<file path="config.mk">
export PLATFORM = sky130hd
export DESIGN_NAME = relay_driver_pwm_control
export DESIGN_NICKNAME = d
export VERILOG_FILES = /design/src/relay_pwm_pkg.sv /design/src/relay_driver_pwm_control.sv
export SDC_FILE = /design/constraint.sdc
export NUM_CORES = 1
export LEC_CHECK = 0
export BUFFER_PORTS_ARGS = -buffer_cell sky130_fd_sc_hd__buf_2
export CAP_MARGIN = 20
export CORE_ASPECT_RATIO = 0.75
export CORE_MARGIN = 4
export CORE_UTILIZATION = 38
export DETAILED_ROUTE_END_ITERATION = 6
export PLACE_DENSITY_LB_ADDON = 0.08
export SYNTH_ARGS = -nofsm -noshare
export SYNTH_HDL_FRONTEND = slang
export SYNTH_SLANG_ARGS = --single-unit
</file>
<file path="constraint.sdc">
create_clock -name ref_clk -period 9.45 [get_ports ref_clk]
set_input_delay 1.89 -clock ref_clk [delete_from_list [all_inputs] [get_ports ref_clk]]
set_output_delay 1.89 -clock ref_clk [all_outputs]
set_load 0.05 [all_outputs]
</file>
<file path="src/relay_pwm_pkg.sv">
package relay_pwm_pkg;

    // register offsets on the die-to-die bus
    localparam logic [7:0] SINK_CTRL_OFS     = 8'h30;
    localparam logic [7:0] SINK_STAT_OFS     = 8'h31;
    localparam logic [7:0] SINK_UNLOCK_OFS   = 8'h32;
    localparam logic [7:0] VOLT_STAT_OFS     = 8'h33;
    localparam logic [7:0] IRQ_SRC_OFS       = 8'h34;
    localparam logic [7:0] IRQ_MASK_OFS      = 8'h35;
    localparam logic [7:0] MOD_CTRL_OFS      = 8'h60;
    localparam logic [7:0] PRESCALE_OFS      = 8'h61;
    localparam logic [7:0] SCALE_A_OFS       = 8'h62;
    localparam logic [7:0] SCALE_B_OFS       = 8'h63;
    localparam logic [7:0] CNT0_OFS          = 8'h64;
    localparam logic [7:0] CNT1_OFS          = 8'h65;
    localparam logic [7:0] PER0_OFS          = 8'h66;
    localparam logic [7:0] PER1_OFS          = 8'h67;
    localparam logic [7:0] DTY0_OFS          = 8'h68;
    localparam logic [7:0] DTY1_OFS          = 8'h69;

    // field positions
    localparam int SINK_EN_LO       = 0;
    localparam int SINK_MODEN_LO    = 2;
    localparam int SINK_CHSEL_LO    = 4;
    localparam int SINK_OTIE_BIT    = 7;
    localparam int VOLT_OV_BIT      = 0;
    localparam int VOLT_OVIE_BIT    = 1;
    localparam int IRQ_SINK_BIT     = 0;
    localparam int IRQ_OV_BIT       = 1;
    localparam int MOD_EN_LO        = 0;
    localparam int MOD_POL_LO       = 2;
    localparam int MOD_CLKSEL_LO    = 4;
    localparam int MOD_CAE_LO       = 6;

    // reset values and masks
    localparam logic [7:0] RESET_BYTE      = 8'h00;
    localparam logic [3:0] UNLOCK_KEY      = 4'h5;
    localparam logic [7:0] PRESCALE_MASK   = 8'h77;
    localparam logic [7:0] SINK_CTRL_MASK  = 8'hbf;
    localparam logic [7:0] IRQ_MASK_MASK   = 8'h03;
    localparam logic [7:0] VOLT_WR_MASK    = 8'h02;

    typedef struct packed {
        logic       regOvervolt;
        logic       overTemp;
        logic [1:0] openLoad;
        logic [1:0] currentLimit;
    } analog_flags_s;

    typedef struct packed {
        logic       wr;
        logic       rd;
        logic [7:0] addr;
        logic [7:0] wdata;
    } bus_req_s;

endpackage

</file>
<file path="src/relay_driver_pwm_control.sv">
// Operation
// (RULE1) overvoltage switches both sinks off immediately
// (RULE2) overvoltage clears both sink enable bits
// (RULE3) overvoltage flag follows live condition
// (RULE4) enabled overvoltage raises its interrupt
// (RULE5) reading voltage status clears overvoltage interrupt
// (RULE6) new interrupt only on fresh overvoltage
// (RULE7) host unlocks with 0x05, then re-enables
// (RULE8) open-load bit set below load threshold
// (RULE9) open-load masked while driver is off
// (RULE10) current-limit bit shows limiting driver
// (RULE11) overtemp kills both sinks, latches source
// (RULE12) overtemp interrupt only when mask set
// (RULE13) control write re-enables after overtemp clears
// (RULE14) two channels, own counter, period, duty
// (RULE15) four clock sources per channel choice; each channel here picks from two only (A or SA, B or SB)
// (RULE16) duty spans zero to full output
// (RULE17) period and duty buffered until counter zero
// (RULE18) left or center alignment per channel
// (RULE19) per-channel duty polarity select
// (RULE20) modulator idle outside normal mode
// (RULE21) reserved bits read zero, ignore writes
// (RULE22) eight-bit counters, periods, duties, scales
// (RULE23) sinks obey enables only after 0x5 unlock
// (RULE24) per-sink channel select and modulation gate
// (RULE25) reading sink status clears overtemp interrupt
// (RULE26) sinks disabled outside normal mode
// (RULE27) analog flags synchronised before use
`timescale 1ns/100ps
`default_nettype none
module relay_driver_pwm_control
    import relay_pwm_pkg::*;
#(
    parameter int WIDTH = 8
)(
    input  wire logic          ref_clk,
    input  wire logic          rst_b,
    input  wire logic          normalMode,
    input  wire bus_req_s      busReq,
    output logic [7:0]         busRdata,
    input  wire analog_flags_s analogIn,
    output logic [1:0]         sinkDriveOn,
    output logic [1:0]         waveOut,
    output logic               irqOut
);

    // =======================================================
    // flag synchroniser
    analog_flags_s syncA;
    analog_flags_s syncB;
    analog_flags_s syncC;
    analog_flags_s flags;

    always_ff @(posedge ref_clk)
    begin
        if (!rst_b)
        begin
            syncA <= '0;
            syncB <= '0;
            syncC <= '0;
            flags <= '0;
        end
        else
        begin
            syncA <= analogIn; // RULE27
            syncB <= syncA;
            syncC <= syncB;
            if (syncB == syncC)
            begin
                flags <= syncC; // RULE27
            end
        end
    end

    // =======================================================
    // bus decode
    logic wrSinkCtrl;
    logic rdSinkStat;
    logic rdVoltStat;

    function automatic logic hit(input logic strobe,
                                 input logic [7:0] a,
                                 input logic [7:0] ofs);
        hit = strobe && (a == ofs);
    endfunction

    assign wrSinkCtrl = hit(busReq.wr, busReq.addr, SINK_CTRL_OFS);
    assign rdSinkStat = hit(busReq.rd, busReq.addr, SINK_STAT_OFS);
    assign rdVoltStat = hit(busReq.rd, busReq.addr, VOLT_STAT_OFS);

    // =======================================================
    // sink driver control
    logic [7:0] sinkCtrl;
    logic [3:0] unlockField;
    logic       unlocked;
    logic       ovPrev;
    logic       ovIrq;
    logic       ovIrqEn;
    logic       otPrev;
    logic       otIrq;
    logic [7:0] irqMask;
    logic       ovRise;
    logic       otRise;

    assign unlocked = (unlockField == UNLOCK_KEY); // RULE23
    assign ovRise   = flags.regOvervolt && !ovPrev; // RULE6
    assign otRise   = flags.overTemp && !otPrev;

    always_ff @(posedge ref_clk)
    begin
        if (!rst_b)
        begin
            sinkCtrl <= RESET_BYTE;
        end
        else if (flags.regOvervolt)
        begin
            sinkCtrl[SINK_EN_LO +: 2] <= 2'h0; // RULE2
        end
        else if (wrSinkCtrl)
        begin
            sinkCtrl <= busReq.wdata & SINK_CTRL_MASK; // RULE13
        end
    end

    always_ff @(posedge ref_clk)
    begin
        if (!rst_b)
        begin
            unlockField <= 4'h0;
        end
        else if (ovRise)
        begin
            unlockField <= 4'h0; // RULE7
        end
        else if (hit(busReq.wr, busReq.addr, SINK_UNLOCK_OFS))
        begin
            unlockField <= busReq.wdata[3:0];
        end
    end

    always_ff @(posedge ref_clk)
    begin
        if (!rst_b)
        begin
            ovPrev  <= 1'b0;
            otPrev  <= 1'b0;
            ovIrq   <= 1'b0;
            otIrq   <= 1'b0;
            ovIrqEn <= 1'b0;
            irqMask <= RESET_BYTE;
        end
        else
        begin
            ovPrev <= flags.regOvervolt;
            otPrev <= flags.overTemp;
            if (ovRise && ovIrqEn)
            begin
                ovIrq <= 1'b1; // RULE4
            end
            else if (rdVoltStat)
            begin
                ovIrq <= 1'b0; // RULE5
            end
            if (otRise)
            begin
                otIrq <= 1'b1; // RULE11
            end
            else if (rdSinkStat)
            begin
                otIrq <= 1'b0; // RULE25
            end
            if (hit(busReq.wr, busReq.addr, VOLT_STAT_OFS))
            begin
                ovIrqEn <= busReq.wdata[VOLT_OVIE_BIT];
            end
            if (hit(busReq.wr, busReq.addr, IRQ_MASK_OFS))
            begin
                irqMask <= busReq.wdata & IRQ_MASK_MASK;
            end
        end
    end

    assign irqOut = (otIrq && irqMask[IRQ_SINK_BIT]) // RULE12
                    || ovIrq;

    // =======================================================
    // modulator registers
    logic [7:0] modCtrl;
    logic [7:0] prescaleSel;
    logic [7:0] scaleA;
    logic [7:0] scaleB;
    logic [WIDTH-1:0] perBuf [2];
    logic [WIDTH-1:0] dtyBuf [2];
    logic [WIDTH-1:0] perAct [2];
    logic [WIDTH-1:0] dtyAct [2];
    logic [WIDTH-1:0] cnt    [2];
    logic [1:0]       cntClr;
    logic [1:0]       downDir;
    logic [1:0]       wave;
    logic [1:0]       chanEn;

    assign chanEn = modCtrl[MOD_EN_LO +: 2] & {2{normalMode}}; // RULE20

    always_ff @(posedge ref_clk)
    begin
        if (!rst_b)
        begin
            modCtrl     <= RESET_BYTE;
            prescaleSel <= RESET_BYTE;
            scaleA      <= RESET_BYTE;
            scaleB      <= RESET_BYTE;
            perBuf[0]   <= '0;
            perBuf[1]   <= '0;
            dtyBuf[0]   <= '0;
            dtyBuf[1]   <= '0;
        end
        else if (busReq.wr)
        begin
            case (busReq.addr)
                MOD_CTRL_OFS: modCtrl     <= busReq.wdata;
                PRESCALE_OFS: prescaleSel <= busReq.wdata & PRESCALE_MASK; // RULE21
                SCALE_A_OFS:  scaleA      <= busReq.wdata; // RULE22
                SCALE_B_OFS:  scaleB      <= busReq.wdata;
                PER0_OFS:     perBuf[0]   <= busReq.wdata[WIDTH-1:0]; // RULE17
                PER1_OFS:     perBuf[1]   <= busReq.wdata[WIDTH-1:0];
                DTY0_OFS:     dtyBuf[0]   <= busReq.wdata[WIDTH-1:0];
                DTY1_OFS:     dtyBuf[1]   <= busReq.wdata[WIDTH-1:0];
                default:      modCtrl     <= modCtrl;
            endcase
        end
    end

    assign cntClr[0] = hit(busReq.wr, busReq.addr, CNT0_OFS);
    assign cntClr[1] = hit(busReq.wr, busReq.addr, CNT1_OFS);

    // =======================================================
    // clock sources A, B, SA, SB
    logic [6:0] prescaler;
    logic [1:0] preTick;
    logic [7:0] scaleCnt [2];
    logic [1:0] scaleTick;
    logic [1:0] chanTick;

    function automatic logic preSel(input logic [6:0] p,
                                    input logic [2:0] s);
        logic [7:0] m;
        m = (8'h01 << s) - 8'h01;
        preSel = ((p & m[6:0]) == m[6:0]);
    endfunction

    always_ff @(posedge ref_clk)
    begin
        if (!rst_b || chanEn == 2'b00)
        begin
            prescaler <= 7'h00;
        end
        else
        begin
            prescaler <= prescaler + 7'h01;
        end
    end

    assign preTick[0] = (chanEn != 2'b00)
                        && preSel(prescaler, prescaleSel[2:0]);
    assign preTick[1] = (chanEn != 2'b00)
                        && preSel(prescaler, prescaleSel[6:4]);

    // scaled clocks divide by 2*scale, scale 0 meaning 256
    genvar g;
    generate
        for (g = 0; g < 2; g++)
        begin : g_scale
            logic [7:0] scaleVal;
            logic [8:0] lim;
            assign scaleVal = (g == 0) ? scaleA : scaleB;
            assign lim = {scaleVal == 8'h00, scaleVal};
            always_ff @(posedge ref_clk)
            begin
                if (!rst_b)
                begin
                    scaleCnt[g] <= 8'h00;
                end
                else if (preTick[g])
                begin
                    if ({1'b0, scaleCnt[g]} + 9'h001 >= lim)
                    begin
                        scaleCnt[g] <= 8'h00;
                    end
                    else
                    begin
                        scaleCnt[g] <= scaleCnt[g] + 8'h01;
                    end
                end
            end
            logic half;
            always_ff @(posedge ref_clk)
            begin
                if (!rst_b)
                begin
                    half <= 1'b0;
                end
                else if (preTick[g]
                         && {1'b0, scaleCnt[g]} + 9'h001 >= lim)
                begin
                    half <= !half;
                end
            end
            assign scaleTick[g] = preTick[g] && half
                && ({1'b0, scaleCnt[g]} + 9'h001 >= lim);
            assign chanTick[g] = modCtrl[MOD_CLKSEL_LO + g]
                                 ? scaleTick[g] : preTick[g]; // RULE15

            // ===============================================
            // channel counter and waveform
            logic atEnd;
            logic center;
            logic pol;
            logic active;
            assign center = modCtrl[MOD_CAE_LO + g];
            assign pol    = modCtrl[MOD_POL_LO + g];
            // center mode walks 0..per-1 up, then per-1..0 down
            assign atEnd  = center
                ? (downDir[g] && cnt[g] == '0) || perAct[g] == '0
                : (cnt[g] + 1'b1 >= perAct[g]);

            always_ff @(posedge ref_clk)
            begin
                if (!rst_b)
                begin
                    cnt[g]     <= '0;
                    downDir[g] <= 1'b0;
                    perAct[g]  <= '0;
                    dtyAct[g]  <= '0;
                end
                else if (!chanEn[g] || cntClr[g])
                begin
                    cnt[g]     <= '0;
                    downDir[g] <= 1'b0;
                    perAct[g]  <= perBuf[g]; // RULE17
                    dtyAct[g]  <= dtyBuf[g];
                end
                else if (chanTick[g])
                begin
                    if (atEnd)
                    begin
                        cnt[g]     <= '0; // RULE14
                        downDir[g] <= 1'b0;
                        perAct[g]  <= perBuf[g]; // RULE17
                        dtyAct[g]  <= dtyBuf[g];
                    end
                    else if (center && !downDir[g]
                             && cnt[g] + 1'b1 >= perAct[g])
                    begin
                        downDir[g] <= 1'b1; // RULE18
                    end
                    else if (downDir[g])
                    begin
                        cnt[g] <= cnt[g] - 1'b1;
                    end
                    else
                    begin
                        cnt[g] <= cnt[g] + 1'b1;
                    end
                end
            end

            // duty 0 gives idle level, duty >= period full level
            assign active = (cnt[g] < dtyAct[g]); // RULE16
            always_ff @(posedge ref_clk)
            begin
                if (!rst_b)
                begin
                    wave[g] <= 1'b0;
                end
                else
                begin
                    wave[g] <= chanEn[g]
                        && (pol ? active : !active); // RULE19
                end
            end
        end
    endgenerate

    assign waveOut = wave; // RULE22

    // =======================================================
    // sink drive outputs
    logic [1:0] next_sinkDrive;
    always_comb
    begin
        for (int i = 0; i < 2; i++)
        begin
            next_sinkDrive[i] = sinkCtrl[SINK_EN_LO + i] && unlocked // RULE23
                && (!sinkCtrl[SINK_MODEN_LO + i]
                    || wave[sinkCtrl[SINK_CHSEL_LO + i]]); // RULE24
        end
        if (flags.regOvervolt || flags.overTemp || !normalMode)
        begin
            next_sinkDrive = 2'b00; // RULE1 RULE11 RULE26
        end
    end

    always_ff @(posedge ref_clk)
    begin
        if (!rst_b)
        begin
            sinkDriveOn <= 2'b00;
        end
        else
        begin
            sinkDriveOn <= next_sinkDrive;
        end
    end

    // =======================================================
    // read mux
    logic [7:0] sinkStat;
    assign sinkStat = {flags.overTemp, 3'h0,
                       flags.currentLimit, // RULE10
                       flags.openLoad & sinkDriveOn}; // RULE8 RULE9

    always_ff @(posedge ref_clk)
    begin
        if (!rst_b)
        begin
            busRdata <= RESET_BYTE;
        end
        else
        begin
            case (busReq.addr)
                SINK_CTRL_OFS:   busRdata <= sinkCtrl;
                SINK_STAT_OFS:   busRdata <= sinkStat;
                SINK_UNLOCK_OFS: busRdata <= {4'h0, unlockField};
                VOLT_STAT_OFS:   busRdata <= {6'h0, ovIrqEn,
                                              flags.regOvervolt}; // RULE3
                IRQ_SRC_OFS:     busRdata <= {6'h0, ovIrq, otIrq};
                IRQ_MASK_OFS:    busRdata <= irqMask;
                MOD_CTRL_OFS:    busRdata <= modCtrl;
                PRESCALE_OFS:    busRdata <= prescaleSel;
                SCALE_A_OFS:     busRdata <= scaleA;
                SCALE_B_OFS:     busRdata <= scaleB;
                CNT0_OFS:        busRdata <= cnt[0];
                CNT1_OFS:        busRdata <= cnt[1];
                PER0_OFS:        busRdata <= perBuf[0];
                PER1_OFS:        busRdata <= perBuf[1];
                DTY0_OFS:        busRdata <= dtyBuf[0];
                DTY1_OFS:        busRdata <= dtyBuf[1];
                default:         busRdata <= 8'h00;
            endcase
        end
    end

    // =======================================================
    // checks
    AST_OV_OFF: assert property (@(posedge ref_clk) disable iff (!rst_b)
        flags.regOvervolt |=> sinkDriveOn == 2'b00) // RULE1
        else $error("drivers on during overvoltage");
    AST_OV_CLR: assert property (@(posedge ref_clk) disable iff (!rst_b)
        flags.regOvervolt |=> sinkCtrl[1:0] == 2'b00) // RULE2
        else $error("enable bits kept in overvoltage");
    AST_OV_IRQ: assert property (@(posedge ref_clk) disable iff (!rst_b)
        ovRise && ovIrqEn |=> ovIrq) // RULE4
        else $error("overvoltage interrupt missing");
    AST_OV_RDCLR: assert property (@(posedge ref_clk) disable iff (!rst_b)
        rdVoltStat && !(ovRise && ovIrqEn) |=> !ovIrq) // RULE5
        else $error("overvoltage interrupt not cleared");
    AST_OV_ONCE: assert property (@(posedge ref_clk) disable iff (!rst_b)
        !ovIrq && $past(flags.regOvervolt) && flags.regOvervolt
        |=> !ovIrq) // RULE6
        else $error("persisting overvoltage re-raised");
    AST_LOCK: assert property (@(posedge ref_clk) disable iff (!rst_b)
        !unlocked |=> sinkDriveOn == 2'b00) // RULE23
        else $error("drivers on while locked");
    AST_OT_OFF: assert property (@(posedge ref_clk) disable iff (!rst_b)
        flags.overTemp |=> sinkDriveOn == 2'b00) // RULE11
        else $error("drivers on during overtemp");
    AST_OT_RDCLR: assert property (@(posedge ref_clk) disable iff (!rst_b)
        rdSinkStat && !otRise |=> !otIrq) // RULE25
        else $error("overtemp interrupt not cleared");
    AST_MODE: assert property (@(posedge ref_clk) disable iff (!rst_b)
        !normalMode |=> waveOut == 2'b00 && sinkDriveOn == 2'b00) // RULE20
        else $error("active outside normal mode");

endmodule
`default_nettype wire

</file>
### Word-level counts from Yosys, hierarchy flattened

Memories as Yosys holds them, arrays and structs flattened.
Cells that the tools add are included.

* bits in registers: 95
* bits in writable memories: 96
* input bits: 27
* output and inout bits: 13
* logic and storage cells: 315
* memories kept: 6

Memory list
* cnt: depth 2, bits a word 8, read ports 2, clocked after Yosys merged registers in 0, wr ports 2, RTL line relay_driver_pwm_control.sv:196 `logic [WIDTH-1:0] cnt [2];`
* dtyAct: depth 2, bits a word 8, read ports 2, clocked after Yosys merged registers in 0, wr ports 2, RTL line relay_driver_pwm_control.sv:195 `logic [WIDTH-1:0] dtyAct [2];`
* dtyBuf: depth 2, bits a word 8, read ports 2, clocked after Yosys merged registers in 0, wr ports 2, RTL line relay_driver_pwm_control.sv:193 `logic [WIDTH-1:0] dtyBuf [2];`
* perAct: depth 2, bits a word 8, read ports 2, clocked after Yosys merged registers in 0, wr ports 2, RTL line relay_driver_pwm_control.sv:194 `logic [WIDTH-1:0] perAct [2];`
* perBuf: depth 2, bits a word 8, read ports 2, clocked after Yosys merged registers in 0, wr ports 2, RTL line relay_driver_pwm_control.sv:192 `logic [WIDTH-1:0] perBuf [2];`
* scaleCnt: depth 2, bits a word 8, read ports 2, clocked after Yosys merged registers in 0, wr ports 2, RTL line relay_driver_pwm_control.sv:240 `logic [7:0] scaleCnt [2];`

* $add $sub $neg: 11
* $lt $le $gt $ge: 8
* eq/ne operators: 20
* shift-type cells: 2
* multiplexer cells: 120
* bitwise operators: 30
* reduce and logical (&&, ||, !) cells: 80

Operator list (number)
* 2-to-1 mux 8 bit: 24
* case mux 8 bit (16 select lines): 1
* 2-to-1 mux 1 bit: 95
* == test 8 x 7 -> 1 bit (second input constant): 10
* == test 8 x 6 -> 1 bit (second input constant): 6
* logical NOT 8 bit: 6
* adder 8 x 1 -> 8 bit (second input constant): 4
* logical AND 1 bit: 32
* bitwise OR 1 bit: 24
* adder 8 x 1 -> 9 bit (second input constant): 2
* greater-or-equal comparator 9 bit: 2
* greater-or-equal comparator 8 bit: 2
* < comparator 8 bit: 2
* subtractor 8 x 1 -> 8 bit (second input constant): 2
* bitwise AND 7 bit: 2
* == test 7 bit: 2
* logical NOT 1 bit: 14
* AND reduction 2 bit: 7
* left shift 1 x 3 -> 7 bit (first input constant): 2
* subtractor 7 x 1 -> 7 bit (second input constant): 2
* logical OR 1 bit: 10
* nonzero test 2 bit: 5
* OR reduction 2 bit: 5
* adder 7 x 1 -> 7 bit (second input constant): 1
* 6 further kinds: 9

### Longest topological paths before layout

Gate-level depths: netlist of the first run.

* depth after elaboration: 15
* gate-level depth with buffers: 14
* mapped depth without buffers: 12

### Worst setup path before layout of the first run

No wires, ideal clock.

* path type: input to register
* start point: in normalMode
* end point: mem cnt[1][0], enable pin
* library setup time: 0.375 ns
* arrival time: 4.705 ns
* data required time: 9.075 ns
* path slack: 4.371 ns
* stages: 9
* path buffers: 2
* cell sequence: buf_2 -> o221ai_1 -> a31oi_1 -> nand2_1 -> or3_1 -> buf_2 -> nand2b_1 -> o21ai_0 -> o21bai_1

RTL lines
* start, declared: RTL line relay_driver_pwm_control.sv:38 `input wire logic normalMode,`
* end, declared: RTL line relay_driver_pwm_control.sv:196

==> results.md, run 1 <==
- Post-DR vias/cell: between 5 and 6
- Synthesized Nets: between 1000 and 1500
- Synth Flop Type: edfxtp_1
- Yosys warns: 0
- RSZ-0062 raised after global routing: false
- WHS: ~0.43 ns
- Top post-synthesis cells by area: edfxtp_1 28%, dfxtp_1 19%, ha_1 7.0%
- Antenna-violating nets left: 0
- R2r worst-path depth: 12
- Max Cap Violations: 0
- H-tree depth: 4
- Layout Area Growth over Synthesis: 10.7%
- Crit-path leading delay family: simple AND/OR/NAND/NOR gates
- Row Count: 51
- Setup_tns: 0 ns
- CP Cell Sequence: buf_2, buf_4, nand2_1, a2111o_1, a211o_1, or3_1, and2_1, nand3_1
- DR pass1 iterations: 6
- Syn Area/Cell: ~9.5 um2
- Crit start category: primary input
- Initial antenna violation count: 1
- DRT Wirelength: ~31 mm
- Vias in the first global route: 7600
- Setup crit end kind: flop
- Clk Latency, worst-skew pair: ~0.45 ns
- HPWL after DPL: ~23 mm
- Cts hold-fix bufs: 0
- Via Count: 8036
- Share of the synthesized area in the top cell type: 0.284
- Crit path largest cell delay: 0.47 ns
- Clock Tree Root: clkbuf_16
- Setup violators final: 0
- Most common cell in the netlist: nand2_1
- Max Freq: between 200 and 250 MHz
- Register area share after synthesis: 0.472
- Synth Instances: around 1100
- CP arrival: between 4 and 5 ns
- Max VDD drop: ~0.12 mV
- Ports: 40
- R2r setup slk: about 5.2 ns
- Worst hold stages: 1
- Area of the mapped netlist: 10100 um2
- IO Port Bufs: 39
- Die W: between 150 and 200 um
- CTS tree: done
- Hold Path Origin: syncA[4]$_SDFF_PN0_
- Initial Util: 0.389
- Routability-driven placement congestion ratio: 0.916
- Hold WC Path Type: flop to flop
- Post-CTS Setup Repair Bufs: 0
- CP max-delay cell: buf_4
- First-pass GRT wire length: ~47 mm
- Most frequent cells after synthesis: 111 x nand2_1, 96 x edfxtp_1, 95 x dfxtp_1
- Initial detailed-routing violation count: around 900
- Reg-to-reg critical path startpoint: scaleCnt[0][0]$_SDFFCE_PN0P_
- Ys async rst share: 0
- Pwr/cell area: 156 nW/um2
- Crit-path max FO: 61
- Clock Path Buffers: 2
- Hold Path End: syncB[4]$_SDFF_PN0_
- NumNets Final: around 1200
- Total Power: 1.75 mW
- Final Max Slew Viols: 0
- Hold violation count in the final report: 0
- WL/cell: approximately 21 um
- Fillers: 2505
- Number of CTS-inserted buffers: 17
- Clk pin slew, worst setup/hold paths: around 0.070 ns
- Post-synth cell types: 72
- Final period utilization: 0.450
- Largest net degree at the start of global routing: slightly above 60
- DR DRC count: 0
- Clock Skews: between 0.015 and 0.02 ns
- Flop and latch count out of synthesis: between 150 and 200
- Dpl cells: ~1400
- Sink Count: between 150 and 200
- Crit path buf inv count: 2
- Slew @ Worst Pin: 0.996 ns
- Share of cells above drive strength 1: 0.0883
- Total gr overflow: 0
- Leak: between 4 and 5 nW
- Setup CP Type: primary input to flop
- Req. time, crit path: about 9.6 ns
- Slew HR: 0.329
- Die Y-Extent: approximately 150 um
- Fin util: 0.430
- Global Route Usage Sum: 0.211
- PostCTS Resize Cnt: 0
- Fin crit period: between 4 and 5 ns
- Core Footprint: 26100 um2
- Final non-filler cell total: around 1400
- Status: completed
- Post-synth EDFFs: 96
- Reg2reg end: cnt[0][2]$_DFFE_PP_
- Area leader, netlist: edfxtp_1
- Die ar.: a little under 30000 um2
## per-layer routing
| layer | GRT usage | wire, um |
|---|---|---|
| met1 | 0.336 | 15400 |
| met5 | 0 | 0 |
| met3 | 0.0484 | 2560 |
| met2 | 0.290 | 12300 |
| met4 | 0.0409 | 341 |
## kinds of logic after synthesis
group | after synthesis | share of synthesized area
and+or+nand+nor | 440 | 0.222
AOI/OAI and AO/OA | 211 | 0.140
DFF | 191 | 0.472
buffers and inverters | 113 | 0.0454
adders and majority gates | 57 | 0.0703
xor gates and xnor gates | 37 | 0.0319
muxes | 19 | 0.0190
## cell usage in the layout, fill, tap and decap left out, types with 21 or more instances in the layout
| master | instances |
|---|---|
| ha_1 | 57 |
| nand2_1 | 111 |
| and2_1 | 51 |
| buf_2 | 39 |
| nand2b_1 | 21 |
| o21ai_0 | 30 |
| a21oi_1 | 67 |
| nor2_1 | 77 |
| dfxtp_1 | 95 |
| nand3_1 | 57 |
| and3_1 | 35 |
| edfxtp_1 | 96 |
| inv_1 | 60 |
## cell type report
type                            instances  area [um2]  share of cell area
Antenna cell                            1        2.50            0.000223
Clock buffer                           19         464              0.0413
Clock inverter                         13         138              0.0123
Inverter                               61         229              0.0204
Multi-Input combinational cell        764        4900               0.437
Sequential cell                       191        4780               0.426
Tap cell                              344         430              0.0383
Timing Repair Buffer                   50         279              0.0248
## stage by stage
| stage | setup slack (ns) | cell area (um2) |
|---|---|---|
| after global placement | 4.82 | 10600 |
| after global routing | 4.98 | 11200 |
| final | 5.20 | 11200 |
| after detailed placement | 4.75 | 10600 |
| after floorplan | 4.37 | 10100 |
| after CTS | 5.21 | 11200 |
## how the worst max path moves through the flow
stage	from	endpoint	slack, ns	cells past startpoint
2_1_floorplan	normalMode	cnt[1][0]$_SDFFCE_PN0P_	4.37	9
3_3_place_gp	rst_b	cnt[0][6]$_DFFE_PP_	4.82	8
3_5_place_dp	rst_b	cnt[0][7]$_DFFE_PP_	4.75	8
4_1_cts	rst_b	cnt[0][1]$_DFFE_PP_	5.21	8
5_1_grt	scaleCnt[0][0]$_SDFFCE_PN0P_	cnt[0][6]$_DFFE_PP_	4.98	12
6_report	rst_b	cnt[0][2]$_DFFE_PP_	5.20	8
## power by group
part | leakage [nW] | switching [mW] | internal, mW
Sequential | 1.80 | 0.0173 | 0.888
Clock | 0.303 | 0.355 | 0.398
Combinational | 2.20 | 0.0616 | 0.0337
## flip-flops by register name (all words and copies together) (netlist names), 4 cells and up
signal,cells
perBuf,16
sinkCtrl,7
g_scale.scaleVal,16
unlockField,4
scaleCnt,16
flags,6
syncA,6
syncB,6
cnt,16
busRdata,8
dtyAct,16
prescaler,7
syncC,6
prescaleSel,6
perAct,16
modCtrl,8
dtyBuf,16
## worst reg2reg max path: stages (launching register included)
cell and delay [ns]:
edfxtp_1 0.41, ha_1 0.22, nand3_1 0.13, nor2_1 0.18, xor2_1 0.20, ha_1 0.28, a211o_1 0.28, o221ai_1 0.19
a21oi_1 0.09, o41ai_2 0.87, or4b_1 0.49, and2_1 0.21, nand3_1 0.30
Power figures use the tool's default switching activity.
==> inputs of run 2 (changes only) <==
- clock period: 9.45 -> 4.25 ns (I/O delays scaled with it)
==> run 2 against run 1 <==
  * Critical path depth up 4
  * Via count up 2.2%
  * Largest power group unchanged
  * Global-route usage about the same
==> results.md, run 2 (synthesis results as in run 1) <==
- Post-DR vias/cell: between 5 and 6
- Crit-path max FO: 8
- First-pass GRT wire length: between 40 and 50 mm
- Dpl cells: 1427
- Crit start category: flop
- DR pass1 iterations: 6
- Die Y-Extent: 150 um
- IO Port Bufs: 39
- Final period utilization: 0.894
- Antenna-violating nets left: 0
- DRT Wirelength: approximately 31 mm
- Fin crit period: between 3 and 4 ns
- Vias in the first global route: around 7600
- DR DRC count: 0
- Final Max Slew Viols: 0
- Largest net degree at the start of global routing: 50
- CP Launch Point: cnt[0][0]$_DFFE_PP_
- Initial antenna violation count: 1
- Req. time, crit path: 4.33 ns
- Row Count: 51
- Clk Latency, worst-skew pair: 0.44 ns
- Clock Tree Root: clkbuf_16
- PostCTS Resize Cnt: 0
- Leak: approximately 4.4 nW
- Pwr/cell area: approximately 340 nW/um2
- Share of cells above drive strength 1: 0.103
- CTS tree: done
- Total gr overflow: 0
- Setup crit end kind: flop
- Setup violators final: 0
- Ports: 40
- H-tree depth: 4
- Most frequent cells in the layout: 111 x nand2_1, 96 x edfxtp_1, 95 x dfxtp_1
- Slew HR: 0.349
- Slew @ Worst Pin: just under 1 ns
- Die W: 197 um
- Cts hold-fix bufs: 0
- Global Route Usage Sum: 0.211
- Initial detailed-routing violation count: 667
- Hold Path Origin: syncA[3]$_SDFF_PN0_
- Reg-to-reg critical path startpoint: cnt[0][0]$_DFFE_PP_
- Hold violation count in the final report: 0
- Number of CTS-inserted buffers: 17
- RSZ-0062 raised after global routing: false
- Die ar.: around 29000 um2
- Sink Count: 191
- Status: completed
- Layout Area Growth over Synthesis: 11.8%
- Hold WC Path Type: flop to flop
- Max Freq: roughly 260 MHz
- Max VDD drop: 0.273 mV
- Initial Util: 0.389
- Max Cap Violations: 0
- HPWL after DPL: 22.9 mm
- Clk pin slew, worst setup/hold paths: around 0.080 ns
- Via Count: approximately 8000
- Commonest non-fill, non-tap cell in the layout: nand2_1
- Post-CTS Setup Repair Bufs: 0
- Routability-driven placement congestion ratio: 0.919
- Setup CP Type: flop to flop
- Setup_tns: 0 ns
- Clock Skews: roughly 0.014 ns
- Clock Path Buffers: 2
- NumNets Final: about 1200
- WL/cell: approximately 21 um
- CP arrival: slightly below 4 ns
- Final non-filler cell total: about 1500
- Diode count: 0
- Core Footprint: about 26000 um2
-- run 2: cell count changes in the layout (fill, tap and decap cells not counted), sizes merged --
cell / previous run / this run
clkinv: 2 / 8
clkbuf: 20 / 18
buf: 49 / 67
diode: 1 / 0
inv: 71 / 66
-- run 2: critical path, cell delays in order, from the launching register on --
cell      delay (ns)
edfxtp_1        0.52
nand3_1         0.27
nor2_1          0.16
nand3_1         0.10
xnor2_1         0.23
ha_1            0.30
a21oi_1         0.16
o21a_1          0.14
o31ai_1         0.14
mux2i_1         0.22
or4b_1          0.63
and2_1          0.24
nand3_1         0.34
-- run 2: area by class of cell --
type,instances,area (um2)
sequential,191,4780
fill,2525,14800
clock buffer,18,439
timing repair buffer,67,405
clock inverter,14,149
tap,344,430
inverter,61,229
multi-input combinational,764,4910
-- run 2: metrics by stage --
| stage | util | total power [mW] | hold slack [ns] | worst slack, ns | cell area (um2) |
|---|---|---|---|---|---|
| floorplan | - | 2.18 | 0.412 | 0.154 | 10100 |
| global placement | 0.412 | 2.27 | 0.415 | 0.444 | 10800 |
| detailed placement | 0.412 | 2.27 | 0.422 | 0.396 | 10800 |
| CTS | 0.435 | 3.90 | 0.440 | 0.356 | 11300 |
| global route | 0.435 | 4.00 | 0.445 | 0.147 | 11300 |
| finish | 0.435 | 3.87 | 0.437 | 0.452 | 11300 |
-- run 2: final timing paths --
| check | endpoint | slack (ns) | cells after the start |
|---|---|---|---|
| hold reg to reg | syncB[3]$_SDFF_PN0_ | 0.44 | 1 |
| setup / recovery | cnt[0][7]$_DFFE_PP_ | 0.45 | 12 |
| hold / removal | syncB[3]$_SDFF_PN0_ | 0.44 | 1 |
| setup reg to reg | cnt[0][7]$_DFFE_PP_ | 0.45 | 12 |
-- run 2: power breakdown --
group	total (mW)	switching, mW	internal [mW]
Sequential	2.01	0.0314	1.97
Combinational	0.224	0.145	0.0792
Clock	1.64	0.790	0.848
Total	3.87	0.966	2.90
-- run 2: routing by layer --
metal	track usage	wire, um	vias to the layer above
met4	0.0475	414	2
met5	0	13	-
met1	0.328	15200	3925
met2	0.298	12700	319
li1	-	-	3941
met3	0.0470	2400	27
==> inputs of run 3 (changes only) <==
- CORE_UTILIZATION: 38 -> 40
- CTS_CLUSTER_SIZE: unset -> 10
==> run 3 against run 2 <==
  * Flip-flop and latch count unchanged
  * Routed wire length down 2.0%
  * Global-route usage up 0.46 points
  * Core utilization up 1.9 points
  * Combinational power down 2%
  * Final area down 0.11%
  * Clock skew down 0.0011 ns
  * Cell count down 0.34%
  * Critical endpoint is now perAct[0][7]$_DFFE_PP_
==> results.md, run 3 (synthesis results as in run 1) <==
- Routability-driven placement congestion ratio: 0.923
- DR DRC count: 0
- Internal: approximately 2.9 mW
- CP arrival: 4.03 ns
- Die Y-Extent: about 150 um
- Hold WC Path Type: flop to flop
- First-pass GRT wire length: 45.8 mm
- Clk Latency, worst-skew pair: ~0.44 ns
- Hold violation count in the final report: 0
- Leak: between 4 and 5 nW
- Die W: 192 um
- Largest net degree at the start of global routing: 47
- DR pass1 iterations: 6
- WHS: between 0.4 and 0.5 ns
- Setup crit end kind: flop
- Max Freq: between 200 and 300 MHz
- Storage element area: roughly 4800 um2
- GRT met2 Usage: 0.291
- Fin util: 0.454
- CP Cell Sequence: nand3_1, nor2_1, nand3_1, xnor2_1, ha_1, nand4_1, o31ai_1, mux2i_1, o311a_1, nor2_1, and2_1
- Clock Skews: 0.0130 ns
- Layout Area Growth over Synthesis: 11.7%
- Share of cells above drive strength 1: 0.100
- Max Cap Violations: 0
- Max VDD drop: 0.291 mV
- Via Count: between 8000 and 9000
- Core Footprint: roughly 25000 um2
- Diode count: 0
- Clock Tree Root: clkbuf_16
- Antenna-violating nets left: 0
- Fin crit period: between 3 and 4 ns
- Slew HR: 0.438
- Fillers: approximately 2400
- H-tree depth: 4
- Initial antenna violation count: 0
- Die ar.: ~28000 um2
- Setup_tns: 0 ns
- Vias in the first global route: approximately 7400
- Total gr overflow: 0
- Crit path largest cell delay: roughly 0.66 ns
- Sequential share of power: 0.524
- Number of CTS-inserted buffers: 17
- Met3 Use GR: 0.0564
- Initial detailed-routing violation count: 696
- Sink Count: around 190
- WL/cell: about 21 um
- GR Util met1: 0.336
- Crit-path leading delay family: simple AND/OR/NAND/NOR gates
- RSZ-0062 raised after global routing: false
- Row Count: 50
- Clock Path Buffers: 2
- CP max-delay cell: nor2_1
- PostCTS Resize Cnt: 0
- Status: completed
- Commonest non-fill, non-tap cell in the layout: nand2_1
- Ports: 40
- GRT Max-Usage Layer: met1
- HPWL after DPL: 22.5 mm
- Clk pin slew, worst setup/hold paths: ~0.070 ns
- Req. time, crit path: 4.55 ns
- Logic pwr share: 0.057
- Final Max Slew Viols: 0
- NetSw: around 0.9 mW
- Slew @ Worst Pin: 0.839 ns
- Cts hold-fix bufs: 0
- Setup CP Type: flop to flop
- Clock Power Share: 0.419
- Crit-path max FO: 15
- Switching Fraction: 0.239
- Crit path buf inv count: 0
- Pwr/cell area: ~340 nW/um2
- Post-DR vias/cell: 5.53
- DRT Wirelength: ~30 mm
- Global Route Usage Sum: 0.216
- Final period utilization: 0.879
- NumNets Final: 1187
- Post-CTS Setup Repair Bufs: 0
- Most frequent cells in the layout: 111 x nand2_1, 96 x edfxtp_1, 95 x dfxtp_1
- Crit start category: flop
- Setup violators final: 0
- CTS tree: done
- Multi-input gate area: between 4000 and 5000 um2
- Initial Util: 0.406
- IO Port Bufs: 39
==> run 3: power groups by stage <==
| stage | Sequential (mW) | Combinational (mW) | Clock [mW] |
|---|---|---|---|
| after floorplan | 2.03 | 0.143 | 0 |
| after global placement | 2.05 | 0.217 | 0 |
| after detailed placement | 2.05 | 0.218 | 0 |
| after CTS | 2.01 | 0.219 | 1.64 |
| after global routing | 2.01 | 0.245 | 1.72 |
| final | 2.01 | 0.219 | 1.61 |
==> run 3: cell type report <==
class	instances	area share
clock buffers	24	0.0454
inverters	61	0.0202
clock inverters	8	0.00563
flip-flops and latches	191	0.422
multi-input cells	764	0.433
repair buffers	68	0.0364
well taps	338	0.0373
==> run 3: final timing paths <==
path	startpoint	cells after the start	end	slack, ns
setup / recovery	cnt[0][0]$_DFFE_PP_	11	perAct[0][7]$_DFFE_PP_	0.52
setup reg to reg	cnt[0][0]$_DFFE_PP_	11	perAct[0][7]$_DFFE_PP_	0.52
hold reg to reg	syncA[5]$_SDFF_PN0_	1	syncB[5]$_SDFF_PN0_	0.43
hold / removal	syncA[5]$_SDFF_PN0_	1	syncB[5]$_SDFF_PN0_	0.43
==> run 3: routing by layer <==
metal | wire, um | share of wire
met5 | 0 | 0
met1 | 15100 | 0.50
met3 | 2380 | 0.079
met4 | 631 | 0.021
met2 | 12100 | 0.40
==> run 3: through the flow <==
| step | instance area [um2] | setup slack, ns | std cells | total power [mW] |
|---|---|---|---|---|
| 4_1_cts | 11300 | 0.517 | 1454 | 3.86 |
| 5_1_grt | 11300 | 0.104 | 1454 | 3.97 |
| 2_1_floorplan | 10100 | 0.154 | 1068 | 2.18 |
| 3_3_place_gp | 10800 | 0.591 | 1422 | 2.27 |
| 6_report | 11300 | 0.516 | 1454 | 3.83 |
| 3_5_place_dp | 10800 | 0.559 | 1422 | 2.27 |
